## config.mk

```make
export PLATFORM = sky130hd
export DESIGN_NAME = cbp_parity
export DESIGN_NICKNAME = d
export VERILOG_FILES = /design/src/include/cbp_pkg.sv /design/src/verilog/cbp_parity.sv
export SDC_FILE = /design/constraint.sdc
export NUM_CORES = 1
export LEC_CHECK = 0
export ABC_AREA = 1
export BUFFER_PORTS_ARGS = -buffer_cell sky130_fd_sc_hd__buf_2
export CAP_MARGIN = 20
export CORE_UTILIZATION = 48
export DETAILED_ROUTE_END_ITERATION = 12
export PLACE_DENSITY = 0.91
export SYNTH_ARGS = -nofsm -noshare
export SYNTH_HDL_FRONTEND = slang
export SYNTH_SLANG_ARGS = --single-unit
```

## constraint.sdc

```tcl
create_clock -name sys_clk_i -period 1.35 [get_ports sys_clk_i]
set_input_delay 0.0675 -clock sys_clk_i [delete_from_list [all_inputs] [get_ports sys_clk_i]]
set_output_delay 0.0675 -clock sys_clk_i [all_outputs]
set_load 0.01 [all_outputs]
```

## src/include/cbp_pkg.sv

```systemverilog
// Purpose: Shared constants and carriers for the coax and buffer parity block
// Assumes: 40 MHz system clock, AXI4-Lite register access
// Notes:   Register offsets are byte addresses of aligned 32-bit words
package cbp_pkg;
   localparam logic [3:0]  SER_BITS       = 4'hc;
   localparam logic [3:0]  PAR_BIT_NUM    = 4'hc;
   localparam logic [10:0] LAST_CHECK_ADDR = 11'h77f;
   localparam logic [7:0]  NULL_CODE      = 8'h00;
   localparam int          CMD_DEVCHK_BIT = 4;
   localparam logic [7:0]  CMD_RESET      = 8'h00;
   localparam logic [3:0]  OFF_CMD        = 4'h0;
   localparam logic [3:0]  OFF_STATUS     = 4'h4;
   localparam logic [3:0]  OFF_CTRL       = 4'h8;
   localparam int          ST_XMIT_CHK    = 0;
   localparam int          ST_BUF_FAULT   = 1;
   localparam int          ST_INIT_HOLD   = 2;
   localparam int          ST_CLEARED     = 3;
   localparam int          CT_INIT_DONE   = 0;
   localparam int          CT_BUF_CLEARED = 1;
   localparam int          CT_CLR_CMD     = 2;

   typedef struct packed {
      logic [7:0] data;
      logic       cursor;
      logic       parity;
   } cbp_buf_word_t;

   typedef enum logic [1:0] {
      TX_IDLE  = 2'b00,
      TX_SHIFT = 2'b01,
      TX_PAR   = 2'b11,
      TX_LAST  = 2'b10
   } cbp_tx_state_t;
endpackage

```

## src/verilog/cbp_parity.sv

```systemverilog
// Purpose: Serial coax parity and parallel display buffer parity
// Assumes: Bit strobes and buffer phase-4 clock are sync pulses on sys_clk_i
// Notes:   Coax serial input arrives from a pin and is synchronised
//
// Our own choices: the placing of the registers and register access over AXI4-Lite.
`timescale 1ns/1ps
`default_nettype none

////////////////////////////////////////////////////////////////////////////////
// Operation
// - Receive parity held set while the shift register is empty
// - Receive parity toggles per received one; set after bit twelve means good
// - Control characters with bad parity are not decoded
// - Data characters with bad parity are stored as null
// - Any bad received character sets the transmit-check latch
// - Transmit parity cleared on load, toggles per one shifted out
// - Bit twelve on the line is the inverse of the transmit parity value
// - First and thirteenth bits on the line are ones
// - Parity bit makes bits one to twelve odd; bit thirteen excluded
// - Buffer write parity is odd over eight data bits, cursor excluded
// - Buffer read check sampled on trailing edge of phase four
// - Buffer fault latch set sets the device-check latch
// - Read cursor bit excluded from read parity check
// - No read check during buffer writes
// - No read check after power-on until buffer cleared
// - No read check above address 1919
// - Two twelve-bit shift registers, one for receive and one for transmit
// - Initialize hold blocks coax traffic and buffer checking
// - Device-check is command bit 4; any command bit raises NMI
// - Reset-transmit-check or write command clears transmit-check latch
module cbp_parity
   import cbp_pkg::*;
(
   input  wire logic        sys_clk_i,
   input  wire logic        rst_n_i,
   input  wire logic        clk_en_i,
   // AXI4-Lite slave
   input  wire logic [3:0]  s_axi_awaddr,
   input  wire logic        s_axi_awvalid,
   output logic             s_axi_awready,
   input  wire logic [31:0] s_axi_wdata,
   input  wire logic [3:0]  s_axi_wstrb,
   input  wire logic        s_axi_wvalid,
   output logic             s_axi_wready,
   output logic [1:0]       s_axi_bresp,
   output logic             s_axi_bvalid,
   input  wire logic        s_axi_bready,
   input  wire logic [3:0]  s_axi_araddr,
   input  wire logic        s_axi_arvalid,
   output logic             s_axi_arready,
   output logic [31:0]      s_axi_rdata,
   output logic [1:0]       s_axi_rresp,
   output logic             s_axi_rvalid,
   input  wire logic        s_axi_rready,
   // Coax serial side
   input  wire logic        coax_rx_i,
   input  wire logic        rx_bit_strobe_i,
   input  wire logic        rx_is_control_i,
   output logic             rx_char_valid_o,
   output logic [7:0]       rx_data_o,
   output logic             rx_ctrl_decode_o,
   input  wire logic        tx_load_i,
   input  wire logic [10:0] tx_char_i,
   input  wire logic        tx_bit_strobe_i,
   output logic             coax_tx_o,
   output logic             tx_busy_o,
   input  wire logic        rst_xmit_check_cmd_i,
   input  wire logic        write_cmd_i,
   // Display buffer side
   input  wire logic        buf_write_i,
   input  wire logic [7:0]  buf_wdata_i,
   input  wire logic        write_cursor_bit_i,
   output logic [9:0]       buf_wword_o,
   input  wire logic        buf_ph4_i,
   input  wire logic [10:0] buf_addr_i,
   input  wire logic [7:0]  buf_rdata_i,
   input  wire logic        read_cursor_bit_i,
   input  wire logic        buf_rparity_i,
   input  wire logic [7:0]  cmd_other_i,
   output logic             nmi_o,
   output logic             init_hold_o
);

   function automatic logic odd_par(input logic [7:0] d);
      odd_par = ~(^d);
   endfunction

   ////////////////////////////////////////////////////////////////////////////
   // Receive path
   logic        rx_s1_q, rx_s2_q;
   logic [11:0] rx_sr_q;
   logic [3:0]  rx_cnt_q;
   logic        rx_par_q;
   logic        rx_done_q;
   logic        xmit_check_q;
   logic        init_hold_q;

   always_ff @(posedge sys_clk_i)
   begin
      if (!rst_n_i)
      begin
         rx_s1_q <= 1'b0;
         rx_s2_q <= 1'b0;
      end
      else if (clk_en_i)
      begin
         rx_s1_q <= coax_rx_i;
         rx_s2_q <= rx_s1_q;
      end
   end

   // Shift register, counter, parity; empty after each character
   always_ff @(posedge sys_clk_i)
   begin
      if (!rst_n_i)
      begin
         rx_sr_q   <= 12'h000;
         rx_cnt_q  <= 4'h0;
         rx_par_q  <= 1'b1;
         rx_done_q <= 1'b0;
      end
      else if (clk_en_i)
      begin
         rx_done_q <= 1'b0;
         if (init_hold_q || rx_cnt_q == 4'h0 && !rx_bit_strobe_i)
            rx_par_q <= 1'b1;
         if (!init_hold_q && rx_bit_strobe_i)
         begin
            rx_sr_q <= {rx_sr_q[10:0], rx_s2_q};
            if (rx_s2_q)
               rx_par_q <= (rx_cnt_q == 4'h0) ? 1'b0 : ~rx_par_q;
            if (rx_cnt_q == SER_BITS - 4'h1)
            begin
               rx_cnt_q  <= 4'h0;
               rx_done_q <= 1'b1;
            end
            else
               rx_cnt_q <= rx_cnt_q + 4'h1;
         end
      end
   end

   logic rx_good;
   assign rx_good = rx_par_q;

   always_ff @(posedge sys_clk_i)
   begin
      if (!rst_n_i)
      begin
         rx_char_valid_o  <= 1'b0;
         rx_data_o        <= 8'h00;
         rx_ctrl_decode_o <= 1'b0;
      end
      else if (clk_en_i)
      begin
         rx_char_valid_o  <= rx_done_q && !rx_is_control_i;
         rx_ctrl_decode_o <= rx_done_q && rx_is_control_i && rx_good;
         if (rx_done_q)
            rx_data_o <= rx_good ? rx_sr_q[8:1] : NULL_CODE;
      end
   end

   // Set wins over a same-cycle clear
   always_ff @(posedge sys_clk_i)
   begin
      if (!rst_n_i)
         xmit_check_q <= 1'b0;
      else if (clk_en_i)
      begin
         if (rx_done_q && !rx_good)
            xmit_check_q <= 1'b1;
         else if (rst_xmit_check_cmd_i || write_cmd_i)
            xmit_check_q <= 1'b0;
      end
   end

   ////////////////////////////////////////////////////////////////////////////
   // Transmit path: bit1 one, bits 2..11 data, bit12 parity, bit13 one
   cbp_tx_state_t tx_st_q;
   logic [11:0]   tx_sr_q;
   logic [3:0]    tx_cnt_q;
   logic          tx_par_q;
   logic          tx_bit;

   assign tx_bit = tx_sr_q[11];

   always_ff @(posedge sys_clk_i)
   begin
      if (!rst_n_i)
      begin
         tx_st_q   <= TX_IDLE;
         tx_sr_q   <= 12'h000;
         tx_cnt_q  <= 4'h0;
         tx_par_q  <= 1'b0;
         coax_tx_o <= 1'b0;
      end
      else if (clk_en_i)
      begin
         case (tx_st_q)
            TX_IDLE:
            begin
               if (tx_load_i && !init_hold_q)
               begin
                  // First and twelfth stages forced to one; caller's top bit is ignored
                  tx_sr_q  <= {1'b1, tx_char_i[9:0], 1'b1};
                  tx_par_q <= 1'b0;
                  tx_cnt_q <= 4'h1;
                  tx_st_q  <= TX_SHIFT;
               end
            end
            TX_SHIFT:
            begin
               if (tx_bit_strobe_i)
               begin
                  coax_tx_o <= tx_bit;
                  tx_par_q  <= tx_par_q ^ tx_bit;
                  tx_sr_q   <= {tx_sr_q[10:0], 1'b0};
                  tx_cnt_q  <= tx_cnt_q + 4'h1;
                  if (tx_cnt_q == PAR_BIT_NUM - 4'h1)
                     tx_st_q <= TX_PAR;
               end
            end
            TX_PAR:
            begin
               if (tx_bit_strobe_i)
               begin
                  coax_tx_o <= ~tx_par_q;
                  tx_st_q   <= TX_LAST;
               end
            end
            TX_LAST:
            begin
               if (tx_bit_strobe_i)
               begin
                  coax_tx_o <= 1'b1;
                  tx_st_q   <= TX_IDLE;
               end
            end
            default:
               tx_st_q <= TX_IDLE;
         endcase
      end
   end

   assign tx_busy_o = (tx_st_q != TX_IDLE);

   ////////////////////////////////////////////////////////////////////////////
   // Buffer parity
   logic ph4_d1_q;
   logic buf_fault_q;
   logic buf_cleared_q;
   logic clr_cmd_q;
   logic chk_en;
   logic ph4_fall;
   logic rd_bad;

   always_ff @(posedge sys_clk_i)
   begin
      if (!rst_n_i)
         buf_wword_o <= 10'h000;
      else if (clk_en_i && buf_write_i)
         buf_wword_o <= {buf_wdata_i, write_cursor_bit_i,
                         odd_par(buf_wdata_i)};
   end

   assign ph4_fall = ph4_d1_q && !buf_ph4_i;
   assign rd_bad   = odd_par(buf_rdata_i) != buf_rparity_i;
   assign chk_en   = !init_hold_q && buf_cleared_q
                     && !buf_write_i
                     && buf_addr_i <= LAST_CHECK_ADDR;

   always_ff @(posedge sys_clk_i)
   begin
      if (!rst_n_i)
      begin
         ph4_d1_q    <= 1'b0;
         buf_fault_q <= 1'b0;
      end
      else if (clk_en_i)
      begin
         ph4_d1_q <= buf_ph4_i;
         if (ph4_fall && chk_en && rd_bad)
            buf_fault_q <= 1'b1;
         else if (clr_cmd_q)
            buf_fault_q <= 1'b0;
      end
   end

   logic dev_check_q;
   always_ff @(posedge sys_clk_i)
   begin
      if (!rst_n_i)
         dev_check_q <= 1'b0;
      else if (clk_en_i)
      begin
         // A pending clear drops the old fault first; a fresh fault re-sets it next cycle
         if (buf_fault_q && !clr_cmd_q)
            dev_check_q <= 1'b1;
         else if (clr_cmd_q)
            dev_check_q <= 1'b0;
      end
   end

   logic [7:0] cmd_flags;
   always_comb
   begin
      cmd_flags = cmd_other_i;
      cmd_flags[CMD_DEVCHK_BIT] = dev_check_q;
   end

   always_ff @(posedge sys_clk_i)
   begin
      if (!rst_n_i)
         nmi_o <= 1'b0;
      else if (clk_en_i)
         nmi_o <= |cmd_flags;
   end

   assign init_hold_o = init_hold_q;

   ////////////////////////////////////////////////////////////////////////////
   // AXI4-Lite slave: write waits for both channels, reads answer next cycle
   logic aw_hold_q, w_hold_q;
   logic [3:0] awaddr_q;
   logic [31:0] wdata_q;
   logic wr_go;

   assign s_axi_awready = !aw_hold_q && !s_axi_bvalid;
   assign s_axi_wready  = !w_hold_q && !s_axi_bvalid;
   assign s_axi_arready = !s_axi_rvalid;
   assign wr_go = (aw_hold_q || s_axi_awvalid) && (w_hold_q || s_axi_wvalid)
                  && !s_axi_bvalid;

   always_ff @(posedge sys_clk_i)
   begin
      if (!rst_n_i)
      begin
         aw_hold_q     <= 1'b0;
         w_hold_q      <= 1'b0;
         awaddr_q      <= 4'h0;
         wdata_q       <= 32'h0000_0000;
         s_axi_bvalid  <= 1'b0;
         s_axi_bresp   <= 2'b00;
         init_hold_q   <= 1'b1;
         buf_cleared_q <= 1'b0;
         clr_cmd_q     <= 1'b0;
      end
      else if (clk_en_i)
      begin
         clr_cmd_q <= 1'b0;
         if (s_axi_awvalid && s_axi_awready)
         begin
            aw_hold_q <= 1'b1;
            awaddr_q  <= s_axi_awaddr;
         end
         if (s_axi_wvalid && s_axi_wready)
         begin
            w_hold_q <= 1'b1;
            wdata_q  <= s_axi_wdata;
         end
         if (wr_go)
         begin
            automatic logic [3:0]  a = aw_hold_q ? awaddr_q : s_axi_awaddr;
            automatic logic [31:0] d = w_hold_q ? wdata_q : s_axi_wdata;
            aw_hold_q    <= 1'b0;
            w_hold_q     <= 1'b0;
            s_axi_bvalid <= 1'b1;
            s_axi_bresp  <= 2'b00;
            if (a == OFF_CTRL && s_axi_wstrb[0])
            begin
               if (d[CT_INIT_DONE])
                  init_hold_q <= 1'b0;
               if (d[CT_BUF_CLEARED])
                  buf_cleared_q <= 1'b1;
               clr_cmd_q <= d[CT_CLR_CMD];
            end
            else if (a != OFF_CTRL)
               s_axi_bresp <= 2'b10;
         end
         else if (s_axi_bvalid && s_axi_bready)
            s_axi_bvalid <= 1'b0;
      end
   end

   always_ff @(posedge sys_clk_i)
   begin
      if (!rst_n_i)
      begin
         s_axi_rvalid <= 1'b0;
         s_axi_rdata  <= 32'h0000_0000;
         s_axi_rresp  <= 2'b00;
      end
      else if (clk_en_i)
      begin
         if (s_axi_arvalid && s_axi_arready)
         begin
            s_axi_rvalid <= 1'b1;
            s_axi_rresp  <= 2'b00;
            case (s_axi_araddr)
               OFF_CMD:    s_axi_rdata <= {24'h000000, cmd_flags};
               OFF_STATUS: s_axi_rdata <= {28'h0000000, buf_cleared_q, init_hold_q,
                                           buf_fault_q, xmit_check_q};
               OFF_CTRL:   s_axi_rdata <= {30'h0, buf_cleared_q, !init_hold_q};
               default:
               begin
                  s_axi_rdata <= 32'h0000_0000;
                  s_axi_rresp <= 2'b10;
               end
            endcase
         end
         else if (s_axi_rvalid && s_axi_rready)
            s_axi_rvalid <= 1'b0;
      end
   end

   ////////////////////////////////////////////////////////////////////////////
   // Assertions
   property p_fault_sets_devchk;
      @(posedge sys_clk_i) disable iff (!rst_n_i)
      clk_en_i && buf_fault_q && !clr_cmd_q |=> dev_check_q;
   endproperty
   a_fault_sets_devchk: assert property (p_fault_sets_devchk)
      else $error("Device check not set after buffer fault");

   property p_no_check_in_write;
      @(posedge sys_clk_i) disable iff (!rst_n_i)
      clk_en_i && buf_write_i && !buf_fault_q && !clr_cmd_q |=> !buf_fault_q;
   endproperty
   a_no_check_in_write: assert property (p_no_check_in_write)
      else $error("Buffer fault set during a write");

   property p_no_check_high;
      @(posedge sys_clk_i) disable iff (!rst_n_i)
      clk_en_i && buf_addr_i > LAST_CHECK_ADDR && !buf_fault_q |=> !buf_fault_q;
   endproperty
   a_no_check_high: assert property (p_no_check_high)
      else $error("Buffer fault set above last checked address");

   property p_hold_blocks;
      @(posedge sys_clk_i) disable iff (!rst_n_i)
      init_hold_q |-> !buf_fault_q && tx_st_q == TX_IDLE;
   endproperty
   a_hold_blocks: assert property (p_hold_blocks)
      else $error("Activity during initialize hold");

   property p_bad_null;
      @(posedge sys_clk_i) disable iff (!rst_n_i)
      clk_en_i && rx_done_q && !rx_good |=> rx_data_o == NULL_CODE && !rx_ctrl_decode_o;
   endproperty
   a_bad_null: assert property (p_bad_null)
      else $error("Bad character not nulled");

   property p_xchk;
      @(posedge sys_clk_i) disable iff (!rst_n_i)
      clk_en_i && rx_done_q && !rx_good |=> xmit_check_q;
   endproperty
   a_xchk: assert property (p_xchk)
      else $error("Transmit check not set");

   property p_nmi;
      @(posedge sys_clk_i) disable iff (!rst_n_i)
      clk_en_i && dev_check_q |=> nmi_o;
   endproperty
   a_nmi: assert property (p_nmi)
      else $error("No interrupt with device check");

   property p_rx_empty_set;
      @(posedge sys_clk_i) disable iff (!rst_n_i)
      clk_en_i && rx_cnt_q == 4'h0 && !rx_bit_strobe_i |=> rx_par_q;
   endproperty
   a_rx_empty_set: assert property (p_rx_empty_set)
      else $error("Receive parity not held set while empty");

   c_tx: cover property (@(posedge sys_clk_i) tx_st_q == TX_LAST);
   c_fault: cover property (@(posedge sys_clk_i) buf_fault_q);
   c_rxbad: cover property (@(posedge sys_clk_i) rx_done_q && !rx_good);
endmodule // cbp_parity

`default_nettype wire

```

==> results of run 1 <==
==> worst reg2reg max path: stages (launching register included) <==
cell and delay (ns):
dfxtp_2 0.36, inv_2 0.07, nor2_4 0.14, inv_2 0.06, nand2_2 0.12, nand2_8 0.12
nor2_1 0.15, nor2_1 0.07, nand2_1 0.06, nor2_1 0.04
==> timing repair <==
action | 4_1_cts | 5_1_grt
hold buffers | 16 | 1
gates resized for setup | 5 | 15
hold endpoints to repair | 16 | 1
setup buffers | 0 | 1
pin swaps | 0 | 2
setup endpoints to repair | 9 | 26
==> flip-flops by register name (all words and copies together) (netlist names), 2 cells and up <==
register     cells
rx_sr_q          9
awaddr_q         4
rx_cnt_q         4
tx_sr_q         12
wdata_q          3
tx_st_q          2
buf_wword_o     10
tx_cnt_q         4
s_axi_rdata      8
rx_data_o        8
==> layer usage <==
metal  share of wire  vias up
li1                -     2079
met1            0.41     1873
met4           0.019        2
met3           0.044       20
met5          0.0015        -
met2            0.53      126
==> cells by family (layout without fill, tap and decap cells) <==
group	Yosys count	in the layout	synth area share
AO/OA/AOI/OAI	110	110	0.143
flip-flops	86	86	0.417
other	1	26	0.000908
AND/OR/NAND/NOR	277	277	0.275
buffers and inverters	95	200	0.122
adder cells (fa/ha/maj)	3	3	0.00909
XOR/XNOR	16	16	0.0339
==> final cells by class <==
type,instances,share of cell area
multi-input combinational,432,0.395
clock inverter,4,0.0148
sequential,86,0.335
clock buffer,12,0.0320
inverter,45,0.0357
tap,105,0.0255
timing repair buffer,139,0.162
==> power groups by stage <==
stage / logic, mW / clock network (mW) / registers, mW
after detailed placement: 0.623 / 0 / 2.70
after global routing: 0.772 / 2.26 / 2.65
after global placement: 0.595 / 0 / 2.70
after floorplan: 0.415 / 0 / 2.72
after CTS: 0.662 / 2.16 / 2.64
final: 0.688 / 2.13 / 2.64
==> through the flow <==
step | setup slack [ns] | cells | TNS (ns) | hold WS [ns] | cell area, um2
floorplan | 0.154 | 613 | 0 | 0.202 | 4220
global placement | 0.0152 | 789 | 0 | 0.297 | 4680
detailed placement | -0.0350 | 789 | -0.0820 | 0.310 | 4680
CTS | 0.0140 | 821 | 0 | 0.000724 | 5090
global route | -0.0538 | 823 | -0.198 | 0.0248 | 5150
finish | 0.0603 | 823 | 0 | 0.0279 | 5150
==> how the worst min path moves through the flow <==
stage | startpoint | to | slack, ns
2_1_floorplan | coax_rx_i | rx_s1_q$_SDFFE_PN0P_ | 0.20
3_3_place_gp | coax_rx_i | rx_s1_q$_SDFFE_PN0P_ | 0.30
3_5_place_dp | coax_rx_i | rx_s1_q$_SDFFE_PN0P_ | 0.31
4_1_cts | s_axi_araddr[3] | s_axi_rresp[1]$_SDFFE_PN0P_ | 0.0007
5_1_grt | s_axi_araddr[2] | s_axi_rresp[1]$_SDFFE_PN0P_ | 0.02
6_report | buf_ph4_i | ph4_d1_q$_SDFFE_PN0P_ | 0.03
==> cell usage after synthesis, drive strengths merged <==
| cell type | count |
|---|---|
| and3 | 1 |
| o211ai | 1 |
| nor3 | 8 |
| nand4 | 3 |
| dfxtp | 86 |
| xor2 | 8 |
| a21oi | 37 |
| a31oi | 1 |
| conb | 1 |
| xnor2 | 8 |
| or2 | 2 |
| clkbuf | 10 |
| a211oi | 2 |
| ha | 3 |
| a22oi | 8 |
| nand3 | 25 |
| nor4 | 2 |
| a2bb2oi | 1 |
| inv | 45 |
| o21ai | 60 |
| buf | 40 |
| nand2 | 133 |
| nor2 | 103 |
==> results.py, run 1 <==
metrics = {
    "status": {
        "status": "complete, no violations",
    },
    "critical_path": {
        "crit_end": "tx_cnt_q[2]$_SDFFE_PN0P_",
        "worst_setup_path_end_kind": "flip-flop",
        "cp_common_cell": "nor2_1",
        "crit_path_start_kind": "flip-flop",
        "arrival_ns": 1.54,
        "path_cells": "inv_2, nor2_4, inv_2, nand2_2, nand2_8, nor2_1, nor2_1, nand2_1, nor2_1",
        "regToRegStartpoint": "tx_st_q[0]$_SDFFE_PN0P_",
        "crit_start": "tx_st_q[0]$_SDFFE_PN0P_",
        "cpLargestDelayFamily": "simple AND/OR/NAND/NOR gates",
        "crit_path_top_delay_cell": "dfxtp_2",
        "r2r_slack_ns": 0.06,
        "r2r-end": "tx_cnt_q[2]$_SDFFE_PN0P_",
        "critPathRequiredTime_ns": 1.60,
        "worst-path-buf-inv": 2,
        "cp.depth": 9,
        "cp_max_fo": 17,
        "crit_type": "flip-flop to flip-flop",
        "r2r_cells": 9,
        "critPathMaxStageDelay_ns": 0.36,
    },
    "final_layout": {
        "nFillCells": 702,
        "layout.area.seq_um2": 1730,
        "num_antenna_cells": 0,
        "final_common_cell": "nand2_1",
        "syn2layout_area_growth_pct": 24.8,
        "mostFrequentLayoutCells": "127 x nand2_1, 106 x buf_2, 99 x nor2_1",
        "drive_gt1_frac": 0.226,
        "final_core_util": 0.624,
        "multi_input_comb_area_um2": 2040,
        "final_nets": 826,
    },
    "sta": {
        "setup_viol": 0,
        "period_share": 0.955,
        "max_freq_mhz": 775,
        "period_needed_ns": 1.29,
        "finalHoldViolations": 0,
        "finalMaxSlewViolations": 0,
        "rsz0062_at_grt": "true",
        "clock_skew_ns": 0.00977,
    },
    "pwr": {
        "p_sw_mw": 1.36,
        "comb_power_share": 0.126,
        "p_total_mw": 5.46,
        "p_leak_nw": 2.47,
        "switching_share": 0.250,
        "powerDensity_nw_per_um2": 1060,
        "clockPowerShare": 0.390,
        "ir_drop_v": 0.000610,
        "p_int_mw": 4.09,
        "pwr-share-seq": 0.484,
    },
    "global_routing": {
        "grt_max_degree": 43,
        "track_usage": 0.233,
        "grt_pass1_wl_um": 16300,
        "use_met1": 0.251,
        "grt_pass1_vias": 3814,
        "busiest_layer": "met2",
        "antenna_found_initial": 1,
        "grtUsageMet2": 0.418,
        "overflow": 0,
        "grt_util_met3": 0.0588,
    },
    "synthesis": {
        "netlist.area_leader.share": 0.417,
        "yosys_warnings": 0,
        "synthesis.area_um2": 4130,
        "synth_area_leaders": "dfxtp_1 42%, nand2_1 12%, nor2_1 9.2%, o21ai_0 7.2%, buf_4 4.9%",
        "ys_ff_latch": 86,
        "syn-instance-count": 588,
        "synth_top_cell_by_area": "dfxtp_1",
        "yosysSeqAreaShare": 0.417,
        "synth.distinct_cells": 39,
        "avgSynthCellArea_um2": 7.02,
    },
    "cts": {
        "clock_sinks": 86,
        "clk_pin_slew_worst_paths_ns": 0.08,
        "clockRootBuffer": "clkbuf_8",
        "clock_latency_ns": 0.35,
        "cts_buffers": 9,
        "cts_htree_levels": 3,
        "cts_tree": "done",
        "cts_buffer_depth": 2,
    },
    "routing": {
        "routed_wl_um": 10400,
        "routedWlPerCell_um": 12.6,
        "viasPerCell": 4.98,
        "ant_nets": 0,
        "drtIter0Drc": 157,
        "num_vias": 4100,
        "dr.pass1.iters": 4,
        "drcViolationCount": 0,
    },
    "placed_design": {
        "gp_congestion": 0.793,
        "port_buffers": 106,
        "post-dp-hpwl_um": 7170,
    },
    "worst_hold_path": {
        "min_path_cells": 3,
        "hold_class": "input pin to flip-flop",
    },
    "die": {
        "die_h_um": 94.7,
        "core_um2": 8260,
        "die_w_um": 94.7,
        "io_pins": 175,
        "dieArea_um2": 8980,
        "start_util": 0.500,
        "rows": 33,
    },
    "run": {
        "drv_cap": 0,
    },
}
Note: power is estimated with default switching activity, not from simulation.
==> inputs of run 2 (changes only) <==
--- a/config.mk
+++ b/config.mk
@@ -8,6 +8,7 @@
 export ABC_AREA = 1
 export BUFFER_PORTS_ARGS = -buffer_cell sky130_fd_sc_hd__buf_2
 export CAP_MARGIN = 20
+export CORE_MARGIN = 2
 export CORE_UTILIZATION = 48
 export DETAILED_ROUTE_END_ITERATION = 12
 export PLACE_DENSITY = 0.91
==> constraint.sdc (replaced) <==
create_clock -name sys_clk_i -period 1.35 [get_ports sys_clk_i]
set_input_delay 0.27 -clock sys_clk_i [delete_from_list [all_inputs] [get_ports sys_clk_i]]
set_output_delay 0.27 -clock sys_clk_i [all_outputs]
set_load 0.01 [all_outputs]
==> run 2 against run 1 <==
  * Maximum frequency shrank 4.2%
  * Die area up 4.3%
  * Cell area shrank 2.5%
  * Sequential cell count did not move
  * Worst setup slack got worse by 0.056 ns
  * Global-route usage shrank 2.2 points
  * Critical path depth fell by 1
  * Utilization decreased by 1.5 points
  * Total power decreased by 5.2%
  * Non-clock buffer count decreased by 10
  * Final cell count decreased by 1.2%
==> results.py, run 2 (same netlist as run 1, synthesis figures left out) <==
metrics = {
    "critical_path": {
        "path_cells": "inv_2, nor2_4, inv_2, nand2_2, nand2_4, o21ai_0, inv_1, nor2_1",
        "crit_type": "flip-flop to flip-flop",
        "cpLargestDelayFamily": "simple AND/OR/NAND/NOR gates",
        "worst-path-buf-inv": 3,
        "r2r_cells": 8,
        "crit_path_start_kind": "flip-flop",
        "critPathRequiredTime_ns": 1.63,
        "cp_common_cell": "inv_2",
        "worst_setup_path_end_kind": "flip-flop",
        "r2r-end": "tx_cnt_q[2]$_SDFFE_PN0P_",
        "cp_max_fo": 6,
        "critPathMaxStageDelay_ns": 0.36,
        "cp.depth": 8,
        "regToRegStartpoint": "tx_st_q[0]$_SDFFE_PN0P_",
        "crit_path_top_delay_cell": "dfxtp_2",
        "r2r_slack_ns": 0.004,
        "arrival_ns": 1.62,
    },
    "routing": {
        "num_vias": 4097,
        "drtIter0Drc": 184,
        "routedWlPerCell_um": 12.5,
        "viasPerCell": 5.04,
        "drcViolationCount": 0,
        "dr.pass1.iters": 4,
        "routed_wl_um": 10200,
        "ant_nets": 0,
    },
    "final_layout": {
        "largest_reg_flops": 12,
        "num_antenna_cells": 0,
        "drive_gt1_frac": 0.243,
        "final_common_cell": "nand2_1",
        "final_nets": 816,
        "syn2layout_area_growth_pct": 21.7,
        "mostFrequentLayoutCells": "130 x nand2_1, 105 x buf_2, 95 x nor2_1",
        "regMostFlops": "tx_sr_q",
        "final_core_util": 0.609,
        "largest_registers": "tx_sr_q (12), buf_wword_o (10), rx_sr_q (9)",
        "final_area_um2": 5030,
    },
    "cts": {
        "cts_htree_levels": 3,
        "clk_pin_slew_worst_paths_ns": 0.09,
        "clockRootBuffer": "clkbuf_8",
        "cts_buffers": 9,
        "clock_sinks": 86,
        "clock_latency_ns": 0.36,
        "cts_tree": "done",
        "postCtsHoldBufs": 0,
        "cts_buffer_depth": 2,
    },
    "status": {
        "status": "complete, no violations",
    },
    "die": {
        "io_pins": 175,
        "core_um2": 8260,
        "dieArea_um2": 9360,
        "die_w_um": 96.7,
        "start_util": 0.500,
        "rows": 33,
        "die_h_um": 96.7,
    },
    "global_routing": {
        "grt_util_met3": 0.0506,
        "grt_pass1_vias": 3910,
        "grt_pass1_wl_um": 16600,
        "track_usage": 0.211,
        "antenna_found_initial": 1,
        "overflow": 0,
        "busiest_layer": "met2",
        "grt_max_degree": 49,
        "grtUsageMet2": 0.385,
        "use_met1": 0.232,
    },
    "placed_design": {
        "placed_area_um2": 4740,
        "post-dp-hpwl_um": 7320,
        "pre_cts_ws_ns": -0.0890,
        "gp_congestion": 0.898,
        "port_buffers": 106,
    },
    "sta": {
        "period_needed_ns": 1.35,
        "rsz0062_at_grt": "true",
        "finalHoldViolations": 0,
        "setup_slack_ns": 0.00379,
        "finalMaxSlewViolations": 0,
        "setup_viol": 0,
        "period_share": 0.997,
        "clock_skew_ns": 0.0130,
        "max_freq_mhz": 743,
        "finalSetupTns_ns": 0,
    },
    "worst_hold_path": {
        "min_from": "write_cursor_bit_i",
        "min_path_cells": 3,
        "hold_class": "input pin to flip-flop",
        "holdPathEnd": "buf_wword_o[1]$_SDFFE_PN0P_",
    },
    "pwr": {
        "p_leak_nw": 2.43,
        "powerDensity_nw_per_um2": 1030,
        "p_total_mw": 5.17,
        "ir_drop_v": 0.000562,
    },
    "run": {
        "drv_cap": 0,
    },
}
## run 2: worst min-delay path: cells and delay by family
family	cells	cell delay, ns
simple gates	1	0.07
buf+inv	1	0.07
compound gates	1	0.07
## run 2: layout make-up
cell class | instances | area (um2)
fill | 734 | 3230
multi-input combinational | 432 | 2030
sequential | 86 | 1730
timing repair buffer | 129 | 747
inverter | 45 | 179
clock buffer | 11 | 151
tap | 105 | 131
clock inverter | 5 | 56.3
## run 2: worst max path at each step
stage,startpoint,end
after global placement,clk_en_i,tx_cnt_q[3]$_SDFFE_PN0P_
after global routing,tx_st_q[0]$_SDFFE_PN0P_,tx_cnt_q[2]$_SDFFE_PN0P_
after detailed placement,clk_en_i,tx_cnt_q[2]$_SDFFE_PN0P_
after CTS,w_hold_q$_SDFFE_PN0P_,s_axi_wready
final,tx_st_q[0]$_SDFFE_PN0P_,tx_cnt_q[2]$_SDFFE_PN0P_
after floorplan,s_axi_rvalid$_SDFFE_PN0P_,s_axi_rresp[1]$_SDFFE_PN0P_
## run 2: routing by layer
layer | share of wire | up-vias
li1 | - | 2067
met1 | 0.40 | 1860
met2 | 0.51 | 141
met3 | 0.060 | 27
met4 | 0.024 | 2
met5 | 0.0013 | -
## run 2: per-stage QoR
step           hold WS [ns]  cells
5_1_grt               0.146    813
4_1_cts               0.142    813
3_3_place_gp          0.435    795
3_5_place_dp          0.441    795
6_report              0.148    813
2_1_floorplan         0.405    613
## run 2: power by group
group	leakage, nW	internal, mW	switching (mW)
Sequential	0.701	2.61	0.0399
Clock	0.106	0.956	0.910
Combinational	1.63	0.272	0.389
Total	2.43	3.83	1.34
## run 2: repair_timing
action | CTS | global route
endpoints found under the setup margin | 6 | 24
buffers inserted | 2 | 0
resized for setup | 6 | 22
hold endpoints to repair | 0 | 0
pin swaps | 1 | 3
